## src/include/pcsyn_pkg.sv

```systemverilog
// Purpose: shared constants and types of the pixel clock synthesizer
// Assumes: 32-bit AXI4-Lite register bus, one aligned word per register
// Notes:   field layouts follow the register bit positions exactly
package pcsyn_pkg;

	// ----------------------------------------------------------------
	// register map
	// ----------------------------------------------------------------
	localparam logic [3:0]  OFF_VIDEO_CTRL   = 4'h0;
	localparam logic [3:0]  OFF_SYNTH_CTRL   = 4'h4;
	localparam logic [3:0]  OFF_STATUS       = 4'h8;

	// ----------------------------------------------------------------
	// field positions and reset values
	// ----------------------------------------------------------------
	localparam int          VC_PIX_SEL_LSB   = 0;
	localparam int          VC_PRESCALE_LSB  = 2;
	localparam int          VC_SND_SEL_BIT   = 5;
	localparam int          SYN_R_MOD_LSB    = 0;
	localparam int          SYN_R_FORCE_HI   = 6;
	localparam int          SYN_R_CLEAR      = 7;
	localparam int          SYN_V_MOD_LSB    = 8;
	localparam int          SYN_V_FORCE_LO   = 14;
	localparam int          SYN_V_CLEAR      = 15;
	localparam logic [5:0]  VC_RESET         = 6'h00;
	localparam logic [15:0] SYNTH_RESET      = 16'h0000;
	localparam int          MOD_W            = 6;

	// ----------------------------------------------------------------
	// pixel source codes and bus answers
	// ----------------------------------------------------------------
	localparam logic [1:0]  PIX_SRC_HF       = 2'h0;
	localparam logic [1:0]  PIX_SRC_VCO      = 2'h1;
	localparam logic [1:0]  PIX_SRC_REF      = 2'h2;
	localparam logic [1:0]  RESP_OKAY        = 2'h0;
	localparam logic [1:0]  RESP_DECERR      = 2'h3;

	// ----------------------------------------------------------------
	// types
	// ----------------------------------------------------------------
	typedef struct packed {
		logic             snd_sel;
		logic [2:0]       prescale;
		logic [1:0]       pix_sel;
	} pcsyn_vc_t;

	typedef struct packed {
		logic             v_clear;
		logic             v_force_lo;
		logic [MOD_W-1:0] v_mod;
		logic             r_clear;
		logic             r_force_hi;
		logic [MOD_W-1:0] r_mod;
	} pcsyn_synth_t;

	typedef enum logic [1:0] {
		PFD_HOLD = 2'b00,
		PFD_UP   = 2'b01,
		PFD_DOWN = 2'b11
	} pcsyn_pfd_t;

endpackage : pcsyn_pkg

```

## src/hdl/pcsyn_top.sv

```systemverilog
// Purpose: pixel clock source select, prescaler, phase comparator and sound clock
// Assumes: all clock pins are sampled as synchronous inputs of aclk (25 MHz)
// Notes:   AXI4-Lite slave; comparator pin is split into value and enable
//
// Overview of operation
// - video control bits 1:0 pick the pixel clock source
// - selected pixel clock divided by 1 to 8 from video control bits 4:2
// - candidates are high-frequency input, vco input, internal 32 MHz reference
// - comparator fed only by vco input and internal reference
// - sound clock from reference or sound clock input, then halved
// - two preloadable down counters, reference and vco, moduli from synth register
// - synth bit 6 forces output high driven unless bit 14 is set, bit 14 forces low driven
// - synth bit 7 holds reference counter clear, bit 15 holds vco counter clear
// - output mostly tristate, high to raise vco, low to lower it
// - in lock vco equals reference times vco modulus over reference modulus
// - each counter's modulus is its programmed value plus one
// - inverted vco output is the logical inversion of the vco input
//
// Design decisions made here: the register addresses and the AXI4-Lite interface to the registers.
`timescale 1ns/1ps
`default_nettype none

module pcsyn_top
	import pcsyn_pkg::*;
(
	input  wire logic        aclk,
	input  wire logic        aresetn,
	input  wire logic        ce,
	input  wire logic [31:0] s_axi_awaddr,
	input  wire logic        s_axi_awvalid,
	output logic             s_axi_awready,
	input  wire logic [31:0] s_axi_wdata,
	input  wire logic [3:0]  s_axi_wstrb,
	input  wire logic        s_axi_wvalid,
	output logic             s_axi_wready,
	output logic [1:0]       s_axi_bresp,
	output logic             s_axi_bvalid,
	input  wire logic        s_axi_bready,
	input  wire logic [31:0] s_axi_araddr,
	input  wire logic        s_axi_arvalid,
	output logic             s_axi_arready,
	output logic [31:0]      s_axi_rdata,
	output logic [1:0]       s_axi_rresp,
	output logic             s_axi_rvalid,
	input  wire logic        s_axi_rready,
	input  wire logic        hf_clock_input,
	input  wire logic        vco_clock_input,
	input  wire logic        io_clock_input,
	input  wire logic        sound_clock_input,
	output logic             vco_clock_inverted_output,
	output logic             pixel_clock_tick,
	output logic             sound_clock_output,
	output logic             phase_compare_output,
	output logic             phase_compare_output_oe
);

	// ----------------------------------------------------------------
	// registers and internal state
	// ----------------------------------------------------------------
	pcsyn_vc_t          vc;
	pcsyn_synth_t       syn;
	pcsyn_pfd_t         pfd;
	pcsyn_pfd_t         next_pfd;
	logic [31:0]        aw_addr;
	logic               aw_full;
	logic [31:0]        w_data;
	logic [3:0]         w_strb;
	logic               w_full;
	logic [MOD_W-1:0]   r_count;
	logic [MOD_W-1:0]   v_count;
	logic               r_tc;
	logic               v_tc;
	logic [2:0]         pre_count;
	logic               hf_q;
	logic               vco_q;
	logic               ref_clock_32m;
	logic               snd_in_q;
	logic               hf_rise;
	logic               vco_rise;
	logic               ref_rise;
	logic               snd_in_rise;
	logic               sel_rise;
	logic               snd_rise;
	logic               comparator_ref_clock;
	logic [3:0]         wr_off;
	logic [3:0]         rd_off;
	logic               wr_fire;

	// ----------------------------------------------------------------
	// clock pin sampling and edge detection
	// ----------------------------------------------------------------
	// the reference is the sampled io clock; no further division here
	always_ff @(posedge aclk) begin
		if (!aresetn) begin
			hf_q          <= 1'b0;
			vco_q         <= 1'b0;
			ref_clock_32m <= 1'b0;
			snd_in_q      <= 1'b0;
		end else if (ce) begin
			hf_q          <= hf_clock_input;
			vco_q         <= vco_clock_input;
			ref_clock_32m <= io_clock_input;
			snd_in_q      <= sound_clock_input;
		end
	end

	assign hf_rise              = hf_clock_input & ~hf_q;
	assign vco_rise             = vco_clock_input & ~vco_q;
	assign ref_rise             = io_clock_input & ~ref_clock_32m;
	assign snd_in_rise          = sound_clock_input & ~snd_in_q;
	assign comparator_ref_clock = ref_rise;

	// a plain wire, so the external bias resistor sees no added delay
	assign vco_clock_inverted_output = ~vco_clock_input;

	// ----------------------------------------------------------------
	// pixel source select and prescaler
	// ----------------------------------------------------------------
	always_comb begin
		case (vc.pix_sel)
			PIX_SRC_HF:  sel_rise = hf_rise;
			PIX_SRC_VCO: sel_rise = vco_rise;
			PIX_SRC_REF: sel_rise = ref_rise;
			default:     sel_rise = ref_rise;
		endcase
	end

	always_ff @(posedge aclk) begin
		if (!aresetn) begin
			pre_count        <= 3'h0;
			pixel_clock_tick <= 1'b0;
		end else if (ce) begin
			pixel_clock_tick <= 1'b0;
			if (sel_rise) begin
				if (pre_count >= vc.prescale) begin
					pre_count        <= 3'h0;
					pixel_clock_tick <= 1'b1;
				end else begin
					pre_count <= pre_count + 3'h1;
				end
			end
		end
	end

	// ----------------------------------------------------------------
	// sound clock
	// ----------------------------------------------------------------
	assign snd_rise = vc.snd_sel ? snd_in_rise : ref_rise;

	always_ff @(posedge aclk) begin
		if (!aresetn) begin
			sound_clock_output <= 1'b0;
		end else if (ce && snd_rise) begin
			sound_clock_output <= ~sound_clock_output;
		end
	end

	// ----------------------------------------------------------------
	// modulus counters
	// ----------------------------------------------------------------
	// counting from value down to zero spans value plus one input edges
	always_ff @(posedge aclk) begin
		if (!aresetn) begin
			r_count <= '0;
		end else if (ce) begin
			if (syn.r_clear) begin
				r_count <= '0;
			end else if (comparator_ref_clock) begin
				if (r_count == '0) begin
					r_count <= syn.r_mod;
				end else begin
					r_count <= r_count - 1'b1;
				end
			end
		end
	end

	always_ff @(posedge aclk) begin
		if (!aresetn) begin
			v_count <= '0;
		end else if (ce) begin
			if (syn.v_clear) begin
				v_count <= '0;
			end else if (vco_rise) begin
				if (v_count == '0) begin
					v_count <= syn.v_mod;
				end else begin
					v_count <= v_count - 1'b1;
				end
			end
		end
	end

	assign r_tc = comparator_ref_clock && !syn.r_clear && (r_count == '0);
	assign v_tc = vco_rise && !syn.v_clear && (v_count == '0);

	// ----------------------------------------------------------------
	// phase detector
	// ----------------------------------------------------------------
	// reference ahead of vco pumps up until the vco event; the loop then
	// settles where both events are equally frequent
	always_comb begin
		case (pfd)
			PFD_HOLD: begin
				if (r_tc && !v_tc) begin
					next_pfd = PFD_UP;
				end else if (v_tc && !r_tc) begin
					next_pfd = PFD_DOWN;
				end else begin
					next_pfd = PFD_HOLD;
				end
			end
			PFD_UP:   next_pfd = v_tc ? PFD_HOLD : PFD_UP;
			PFD_DOWN: next_pfd = r_tc ? PFD_HOLD : PFD_DOWN;
			default:  next_pfd = PFD_HOLD;
		endcase
	end

	always_ff @(posedge aclk) begin
		if (!aresetn) begin
			pfd <= PFD_HOLD;
		end else if (ce) begin
			pfd <= next_pfd;
		end
	end

	// force low wins if both force bits are set, to keep the vco falling
	always_ff @(posedge aclk) begin
		if (!aresetn) begin
			phase_compare_output    <= 1'b0;
			phase_compare_output_oe <= 1'b0;
		end else if (ce) begin
			if (syn.v_force_lo) begin
				phase_compare_output    <= 1'b0;
				phase_compare_output_oe <= 1'b1;
			end else if (syn.r_force_hi) begin
				phase_compare_output    <= 1'b1;
				phase_compare_output_oe <= 1'b1;
			end else begin
				phase_compare_output    <= (next_pfd == PFD_UP);
				phase_compare_output_oe <= (next_pfd != PFD_HOLD);
			end
		end
	end

	// ----------------------------------------------------------------
	// AXI4-Lite write path
	// ----------------------------------------------------------------
	// readies follow the enable, so a frozen cycle never swallows a beat
	assign s_axi_awready = ce && !aw_full && !s_axi_bvalid;
	assign s_axi_wready  = ce && !w_full && !s_axi_bvalid;
	assign wr_fire       = aw_full && w_full && !s_axi_bvalid;
	assign wr_off        = aw_addr[3:0];

	always_ff @(posedge aclk) begin
		if (!aresetn) begin
			aw_full      <= 1'b0;
			aw_addr      <= 32'h0000_0000;
			w_full       <= 1'b0;
			w_data       <= 32'h0000_0000;
			w_strb       <= 4'h0;
			s_axi_bvalid <= 1'b0;
			s_axi_bresp  <= RESP_OKAY;
		end else if (ce) begin
			if (s_axi_awvalid && s_axi_awready) begin
				aw_full <= 1'b1;
				aw_addr <= s_axi_awaddr;
			end
			if (s_axi_wvalid && s_axi_wready) begin
				w_full <= 1'b1;
				w_data <= s_axi_wdata;
				w_strb <= s_axi_wstrb;
			end
			if (wr_fire) begin
				aw_full      <= 1'b0;
				w_full       <= 1'b0;
				s_axi_bvalid <= 1'b1;
				s_axi_bresp  <= (aw_addr[31:4] == 28'h000_0000 && wr_off != OFF_STATUS &&
					wr_off[1:0] == 2'h0 && wr_off <= OFF_STATUS) ? RESP_OKAY : RESP_DECERR;
			end else if (s_axi_bvalid && s_axi_bready) begin
				s_axi_bvalid <= 1'b0;
			end
		end
	end

	// test bits are expected only during test and power-up, not checked here
	always_ff @(posedge aclk) begin
		if (!aresetn) begin
			vc  <= pcsyn_vc_t'(VC_RESET);
			syn <= pcsyn_synth_t'(SYNTH_RESET);
		end else if (ce && wr_fire && aw_addr[31:4] == 28'h000_0000) begin
			if (wr_off == OFF_VIDEO_CTRL && w_strb[0]) begin
				vc <= pcsyn_vc_t'(w_data[5:0]);
			end
			if (wr_off == OFF_SYNTH_CTRL) begin
				if (w_strb[0]) begin
					syn[7:0] <= w_data[7:0];
				end
				if (w_strb[1]) begin
					syn[15:8] <= w_data[15:8];
				end
			end
		end
	end

	// ----------------------------------------------------------------
	// AXI4-Lite read path
	// ----------------------------------------------------------------
	assign s_axi_arready = ce && !s_axi_rvalid;
	assign rd_off        = s_axi_araddr[3:0];

	always_ff @(posedge aclk) begin
		if (!aresetn) begin
			s_axi_rvalid <= 1'b0;
			s_axi_rdata  <= 32'h0000_0000;
			s_axi_rresp  <= RESP_OKAY;
		end else if (ce) begin
			if (s_axi_arvalid && s_axi_arready) begin
				s_axi_rvalid <= 1'b1;
				s_axi_rresp  <= RESP_OKAY;
				s_axi_rdata  <= 32'h0000_0000;
				if (s_axi_araddr[31:4] != 28'h000_0000 || rd_off[1:0] != 2'h0) begin
					s_axi_rresp <= RESP_DECERR;
				end else if (rd_off == OFF_VIDEO_CTRL) begin
					s_axi_rdata <= {26'h000_0000, vc};
				end else if (rd_off == OFF_STATUS) begin
					s_axi_rdata <= {14'h0000, v_count, 2'h0, r_count, pfd,
						phase_compare_output_oe, phase_compare_output};
				end else if (rd_off != OFF_SYNTH_CTRL) begin
					s_axi_rresp <= RESP_DECERR;
				end
			end else if (s_axi_rvalid && s_axi_rready) begin
				s_axi_rvalid <= 1'b0;
			end
		end
	end
endmodule : pcsyn_top

`default_nettype wire

```

## config.mk

```make
export PLATFORM = sky130hd
export DESIGN_NAME = pcsyn_top
export DESIGN_NICKNAME = d
export VERILOG_FILES = /design/src/include/pcsyn_pkg.sv /design/src/hdl/pcsyn_top.sv
export SDC_FILE = /design/constraint.sdc
export NUM_CORES = 1
export LEC_CHECK = 0
export BUFFER_PORTS_ARGS = -buffer_cell sky130_fd_sc_hd__buf_2
export CAP_MARGIN = 0
export CORE_ASPECT_RATIO = 0.6
export CORE_MARGIN = 2
export CORE_UTILIZATION = 56
export CTS_CLUSTER_DIAMETER = 150
export DETAILED_ROUTE_END_ITERATION = 10
export HOLD_SLACK_MARGIN = 0.1
export PLACE_DENSITY = 0.85
export SYNTH_ARGS = -nofsm -noshare
export SYNTH_HDL_FRONTEND = slang
export SYNTH_SLANG_ARGS = --single-unit
```

## constraint.sdc

```tcl
create_clock -name aclk -period 4.54 [get_ports aclk]
set_input_delay 0.454 -clock aclk [delete_from_list [all_inputs] [get_ports aclk]]
set_output_delay 0.454 -clock aclk [all_outputs]
set_load 0.01 [all_outputs]
```

==> key figures, run 1 <==
Die
  – Row cnt: 27
  – Die H: ~80 µm
  – Initial Util: 0.583
  – Die Wd: roughly 130 µm
  – Core box area: between 0.009 and 0.01 mm²
  – Area of the die: ~0.010 mm²
  – IO Pins: roughly 160

CTS
  – Clock transition at path regs: ~0.050 ns
  – Root Driver: clkbuf_16
  – Clock Tree Buf Depth: 2
  – H-tree depth: 4
  – Post-CTS Setup Bufs: 0
  – CTS Buf Count: 17
  – Clk sinks: ~120
  – Worst skew pair latency: 0.42 ns
  – # hold bufs at CTS: 0
  – TritonCTS clock tree: built
  – Post-CTS sizing: 0

STA
  – Clk_skew: ~0.0058 ns
  – Slew Viols, Final: 0
  – Hold WS: ~0.28 ns
  – Worst relative slew slack: 0.209
  – # setup viols final: 0
  – Setup TNS Final: 0 ns
  – Worst Max-Slew Pin Slew: 1.18 ns
  – Fin crit share: 0.563
  – Final Hold Fails: 0
  – Final min period: 2.56 ns
  – Highest clock rate: approximately 0.4 GHz
  – RSZ-0062 raised after global routing: false

Placement
  – DP Area: between 0.005 and 0.006 mm²
  – GPL Wtd Cong: roughly 0.86
  – Port bufs: 123
  – Post-detail-place hpwl: 9400 µm

Critical path
  – R2r setup slk: 1.98 ns
  – R2R depth: 8
  – CP Max Fanout: 11
  – Reg2reg start: r_count[3]
  – CP required: around 4.9 ns
  – WS Path Type: register to register
  – R2R Path End: phase_compare_output
  – Worst Setup End Kind: register
  – Crit path launch type: register
  – Worst endpoint data arrival time: between 2 and 3 ns

Logic synthesis
  – FFs w/ async S/R, synth: 0
  – Synth Area in Compound Gates: 0.161
  – Synth unique cells: a little under 50
  – Post-synthesis cell count: 636
  – Post-Synth XOR/XNOR Area: 0.00487
  – Top cells by area, synth: dfxtp_1 44%, nand2_1 11%, a21boi_0 8.8%
  – Synth area leader: dfxtp_1
  – Syn_area_per_cell: 8.49 µm²
  – Number of synthesized flops with an enable pin: 0
  – Top-count cell post-synth: nand2_1
  – Synth Area in Adders: 0.0209
  – Main combinational cell family by area after synthesis: simple AND/OR/NAND/NOR gates
  – Commonest cells in the netlist: 161 x nand2_1, 119 x dfxtp_1, 63 x a21boi_0
  – Ys Warns: 0
  – Register area share after synthesis: 0.441
  – Post-synthesis simple-gate area fraction: 0.246
  – Post-synthesis mux area share: 0.0644
  – Post-synth top area share: 0.441
  – #FFs+latches synth: approximately 120
  – Cell Area, Synth: about 0.0054 mm²
  – Most used DFF post-synth: dfxtp_1

Min path
  – Hold Crit Depth: 3
  – Hold Crit Endpoint: aw_addr[26]
  – Hold Crit Class: input port to register
  – Hold Crit Start: s_axi_awaddr[26]

Drt
  – DRT Wirelength: between 10000 and 15000 µm
  – Drt via density: roughly 5.5
  – DRT iter0 DRCs: between 200 and 300
  – TritonRoute pass-1 iters: 4
  – DR WL/cell: about 15 µm
  – # DRC: 0
  – Antenna Nets Post-Route: 0
  – Routed vias: around 4800

Layout
  – Design Area, Final: approximately 0.0065 mm²
  – Final net count: 863
  – Diode count: 0
  – Synthesis-to-layout area growth: 20.3%
  – Share of layout cells above drive strength 1: 0.215

Global routing
  – Grt ovf: 0
  – Largest net degree at the start of global routing: 67
  – Antenna violations before repair: 0
  – Global Route Usage Sum: 0.258
  – First-pass GRT wire length: ~21000 µm
  – Vias in the first global route: around 4400

Power and ir drop
  – Cell Pwr Density: between 400 and 500 mW/mm²
  – Cell leakage power: between 2 and 3 nW
  – Maximum vdd drop: ~320 µV

Job
  – Max cap viols: 0

Outcome
  – Outcome: complete, no violations
-- state kept, by name, summed over array words and instances (netlist names), 2 cells and up --
| name | count |
|---|---|
| aw_addr | 32 |
| pfd | 2 |
| pre_count | 3 |
| r_count | 6 |
| s_axi_rdata | 16 |
| syn | 16 |
| v_count | 6 |
| vc | 6 |
| w_data | 16 |
| w_strb | 2 |
-- through the flow --
stage / power (mW) / instances / util / worst slack [ns]
6_report: 2.66 / 884 / 0.702 / 1.98
5_1_grt: 2.76 / 884 / 0.702 / 1.68
4_1_cts: 2.67 / 884 / 0.702 / 2.05
3_5_place_dp: 1.50 / 853 / 0.646 / 1.65
3_3_place_gp: 1.48 / 853 / 0.646 / 1.78
2_1_floorplan: 1.40 / 651 / - / 2.71
-- critical path, stage by stage, from the launching register on --
cell and delay, ns:
dfxtp_1 0.39, nor3_1 0.27, nand3b_1 0.39, or3_1 0.53
ha_1 0.35, nor3_1 0.20, a21oi_1 0.06, o21bai_1 0.16
a32o_1 0.14
-- logic make-up after synthesis --
kind of cell,Yosys count
AOI/OAI and AO/OA,125
xor gates and xnor gates,3
adders and majority gates,9
buffers and inverters,69
DFF,119
muxes,34
other,1
and+or+nand+nor,276
-- report_power, final --
group	total (mW)	leakage (nW)	switching (mW)	internal, mW
clock network	1.17	0.255	0.442	0.732
logic	0.357	1.37	0.207	0.150
registers	1.13	0.967	0.0406	1.09
total	2.66	2.59	0.690	1.97
-- worst max-delay path by stage --
stage / from / to / depth (start not counted)
after global placement: ce / s_axi_rdata[12] / 5
after CTS: r_count[3] / phase_compare_output / 8
after floorplan: r_count[3] / phase_compare_output / 8
after detailed placement: ce / s_axi_rdata[13] / 5
after global routing: ce / s_axi_rdata[12] / 5
final: r_count[3] / phase_compare_output / 8
-- layer usage --
metal	vias up	global-route usage	share of wire
met4	0	0.0777	0.011
li1	2376	-	-
met5	-	0	0
met2	139	0.415	0.47
met3	18	0.0766	0.054
met1	2297	0.338	0.47
-- final cells by class --
| cell class | count | area [µm²] |
|---|---|---|
| clock inverters | 4 | 20.0 |
| flip-flops and latches | 119 | 2380 |
| repair buffers | 125 | 631 |
| multi-input cells | 463 | 2750 |
| well taps | 130 | 163 |
| inverters | 16 | 60.1 |
| clock buffers | 27 | 493 |
| fillers | 750 | 2760 |
-- layout by cell type (no fill, tap or decap), types with 2 or more instances in the layout --
master | Yosys | layout
ha_1 | 9 | 9
xnor2_1 | 3 | 3
clkinv_2 | 0 | 4
a21boi_0 | 63 | 63
clkbuf_1 | 34 | 7
or3_1 | 3 | 3
o211ai_1 | 2 | 2
dfxtp_1 | 119 | 119
nor3_1 | 4 | 4
nand3b_1 | 3 | 3
mux2i_1 | 28 | 28
o21a_1 | 3 | 3
a21oi_1 | 12 | 12
inv_1 | 16 | 16
o22ai_1 | 2 | 2
nor2_1 | 17 | 17
clkbuf_16 | 0 | 17
and2_1 | 3 | 3
nand2b_1 | 5 | 5
nor3b_1 | 4 | 4
buf_2 | 0 | 123
o21ai_0 | 21 | 21
nand4_1 | 15 | 15
nor4_1 | 20 | 20
mux2_2 | 6 | 6
clkbuf_8 | 0 | 3
nand2_1 | 161 | 161
nand3_1 | 10 | 10
nor2b_1 | 23 | 23
buf_4 | 18 | 2
conb_1 | 1 | 16
a32oi_1 | 7 | 7
a31oi_1 | 4 | 4
No activity file was read; power rests on OpenSTA's default activity.
==> inputs of run 2 (changes only) <==
--- a/config.mk
+++ b/config.mk
@@ -5,15 +5,16 @@
 export SDC_FILE = /design/constraint.sdc
 export NUM_CORES = 1
 export LEC_CHECK = 0
+export ABC_AREA = 1
 export BUFFER_PORTS_ARGS = -buffer_cell sky130_fd_sc_hd__buf_2
 export CAP_MARGIN = 0
 export CORE_ASPECT_RATIO = 0.6
 export CORE_MARGIN = 2
-export CORE_UTILIZATION = 56
+export CORE_UTILIZATION = 47
 export CTS_CLUSTER_DIAMETER = 150
 export DETAILED_ROUTE_END_ITERATION = 10
 export HOLD_SLACK_MARGIN = 0.1
-export PLACE_DENSITY = 0.85
+export PLACE_DENSITY = 0.77
 export SYNTH_ARGS = -nofsm -noshare
 export SYNTH_HDL_FRONTEND = slang
 export SYNTH_SLANG_ARGS = --single-unit
==> constraint.sdc (replaced) <==
create_clock -name aclk -period 2.22 [get_ports aclk]
set_input_delay 0.222 -clock aclk [delete_from_list [all_inputs] [get_ports aclk]]
set_output_delay 0.222 -clock aclk [all_outputs]
set_load 0.01 [all_outputs]
==> run 2 against run 1 <==
Compared with the run above:
- via count rose by 10%
- first-iteration DRC count rose by 34%
- count of clock-buffer cells in the layout fell by 5
- non-clock buffer count rose by 56
- register-to-register slack got worse by 1.7 ns
- largest power group unchanged
==> key figures, run 2 <==
STA
  – RSZ-0062 raised after global routing: false
  – Final min period: 1.95 ns (-0.602 ns)
  – Setup TNS Final: 0 ns (unchanged)
  – Fin crit share: 0.880 (+0.317)
  – Clk_skew: 0.0133 ns (+0.00746 ns)
  – Hold WS: 0.104 ns (-0.180 ns)
  – # setup viols final: 0 (unchanged)
  – Worst relative slew slack: 0.491 (+0.281)
  – Highest clock rate: 0.512 GHz (+31%)
  – Final Hold Fails: 0 (unchanged)
  – Slew Viols, Final: 0 (unchanged)
  – Worst Max-Slew Pin Slew: 0.764 ns (-0.418 ns)

Critical path
  – Worst Setup End Kind: register
  – Crit path launch type: register
  – CP required: 2.55 ns (-2.35 ns)
  – Worst endpoint data arrival time: 2.28 ns (-0.63 ns)
  – WS Path Type: register to register
  – R2R depth: 11 (+3)
  – CP Max Fanout: 6 (-5)

Die
  – Initial Util: 0.478 (-0.106)
  – Area of the die: 0.0123 mm² (+18%)
  – Core box area: 0.0112 mm² (+21%)
  – Die H: 86.7 µm (+8.3%)
  – Row cnt: 30 (+11%)
  – IO Pins: 158 (unchanged)
  – Die Wd: 142 µm (+8.5%)

CTS
  – Worst skew pair latency: 0.41 ns (about the same)
  – H-tree depth: 4 (unchanged)
  – Post-CTS sizing: 0 (unchanged)
  – Clock Tree Buf Depth: 2 (unchanged)
  – Post-CTS Setup Bufs: 0 (unchanged)
  – CTS Buf Count: 17 (unchanged)
  – TritonCTS clock tree: built
  – Clock transition at path regs: 0.06 ns (about the same)
  – # hold bufs at CTS: 49 (+49)
  – Clk sinks: 119 (unchanged)
  – Root Driver: clkbuf_16

Placement
  – DP Area: 0.00600 mm² (+0.29%)
  – Port bufs: 123 (unchanged)
  – GPL Wtd Cong: 0.835 (-2.7%)
  – Post-detail-place hpwl: 9120 µm (-3.0%)

Logic synthesis
  – Synth unique cells: 29 (-41%)
  – Syn_area_per_cell: 6.94 µm² (-18%)
  – Most used DFF post-synth: dfxtp_1
  – #FFs+latches synth: 119 (unchanged)
  – Register area share after synthesis: 0.444 (+0.00319)
  – Top-count cell post-synth: nor2_1
  – Cell Area, Synth: 0.00536 mm² (-0.72%)
  – Top cells by area, synth: dfxtp_1 44%, nor2_1 14%, nand2_1 8.8%
  – Synth area leader: dfxtp_1
  – Commonest cells in the netlist: 206 x nor2_1, 125 x nand2_1, 119 x dfxtp_1
  – Number of synthesized flops with an enable pin: 0 (unchanged)
  – FFs w/ async S/R, synth: 0 (unchanged)
  – Post-synth top area share: 0.444 (+0.00319)
  – Post-synthesis cell count: 773 (+22%)
  – Ys Warns: 0 (unchanged)

Layout
  – Multi-input logic area: 0.00251 mm² (-8.6%)
  – Final net count: 1059 (+23%)
  – Max FFs per register: 32 (unchanged)
  – Design Area, Final: 0.00708 mm² (+8.9%)
  – Most frequent cells in the layout: 206 x nor2_1, 125 x nand2_1, 123 x buf_2
  – Share of layout cells above drive strength 1: 0.188 (-0.0266)
  – Diode count: 0 (unchanged)
  – Commonest non-fill, non-tap cell in the layout: nor2_1
  – Register area: 0.00238 mm² (unchanged)
  – Final-layout fill cell count: 988 (+32%)
  – Biggest register: aw_addr
  – Synthesis-to-layout area growth: 32.0%

Drt
  – Drt via density: 4.86 (-11%)
  – DR WL/cell: 12.6 µm (-16%)
  – Routed vias: 5317 (+10%)
  – # DRC: 0 (unchanged)
  – DRT Wirelength: 13800 µm (+3.4%)
  – TritonRoute pass-1 iters: 5 (+1)
  – Antenna Nets Post-Route: 0 (unchanged)
  – DRT iter0 DRCs: 354 (+34%)

Job
  – Max cap viols: 0 (unchanged)

Global routing
  – Largest net degree at the start of global routing: 87 (+30%)
  – Antenna violations before repair: 0 (unchanged)
  – First-pass GRT wire length: 22600 µm (+8.1%)
  – Grt ovf: 0 (unchanged)
  – Global Route Usage Sum: 0.232 (-0.0263)
  – Vias in the first global route: 4882 (+9.8%)

Power and ir drop
  – Cell leakage power: 3.39 nW (+31%)
  – Tot Pwr: 5.70 mW (+110%)
  – Maximum vdd drop: 488 µV (+54%)
  – Cell Pwr Density: 806 mW/mm² (+97%)

Outcome
  – Outcome: complete, no violations

Min path
  – Hold Crit Depth: 3 (unchanged)
  – Hold Crit Class: input port to register
==> run 2: cell types whose count changed in the layout (fill, tap and decap cells not counted), moves of 12 or more <==
cell / previous run / this run
nand4_1: 15 / 3
a21boi_0: 63 / 0
nor2b_1: 23 / 0
nand3_1: 10 / 25
dlygate4sd3_1: 0 / 49
nor2_1: 17 / 206
o21ai_0: 21 / 83
nand2_1: 161 / 125
inv_1: 16 / 61
a21oi_1: 12 / 62
nor4_1: 20 / 1
mux2i_1: 28 / 0
==> run 2: area by class of cell <==
type	count	share of cell area
clock inverters	10	0.0141
clock buffers	22	0.0684
flip-flops and latches	119	0.337
repair buffers	181	0.166
multi-input cells	554	0.355
well taps	144	0.0255
inverters	65	0.0345
==> run 2: metal layers <==
metal	GRT usage	up-vias	share of wire
met4	0.0609	0	0.0088
met3	0.0663	14	0.051
met1	0.321	2412	0.50
li1	-	2751	-
met5	0	-	0
met2	0.358	140	0.44
==> run 2: where the power goes <==
| group | total (mW) | internal, mW | switching [mW] |
|---|---|---|---|
| Sequential | 2.31 | 2.24 | 0.0659 |
| Combinational | 0.700 | 0.293 | 0.407 |
| Clock | 2.69 | 1.75 | 0.941 |
==> run 2: final timing paths <==
| kind | start | endpoint | slack [ns] |
|---|---|---|---|
| worst max-delay path | r_count[0] | phase_compare_output | 0.27 |
| worst min-delay path | s_axi_awaddr[29] | aw_addr[29] | 0.10 |
| worst max register to register | r_count[0] | phase_compare_output | 0.27 |
| worst min register to register | s_axi_rdata[9] | s_axi_rdata[9] | 0.46 |
==> run 2: logic make-up (layout without fill, tap and decap cells) <==
kind of cell | Yosys count | in the layout | share of synthesized area
flops | 119 | 119 | 0.444
buf+inv | 115 | 278 | 0.0978
other cells | 1 | 16 | 0.000699
xor+xnor | 5 | 5 | 0.00817
fa+ha+maj | 9 | 9 | 0.0210
compound gates | 151 | 151 | 0.143
simple gates | 373 | 373 | 0.285
==> run 2: per-stage QoR <==
step,utilization,instances,worst slack [ns]
after CTS,0.630,1095,0.302
after global placement,0.535,1014,0.418
after floorplan,-,788,0.358
after global routing,0.630,1095,0.0460
after detailed placement,0.535,1014,0.352
final,0.630,1095,0.266
==> run 2: worst max-delay path: stages (launching register included) <==
cell     delay [ns]
dfxtp_1        0.31
inv_1          0.17
ha_1           0.18
nand2_1        0.05
nor2_1         0.17
nand2_1        0.14
ha_1           0.31
a21oi_1        0.20
nand4_1        0.11
nand2_1        0.07
nand2_1        0.04
a21oi_1        0.12
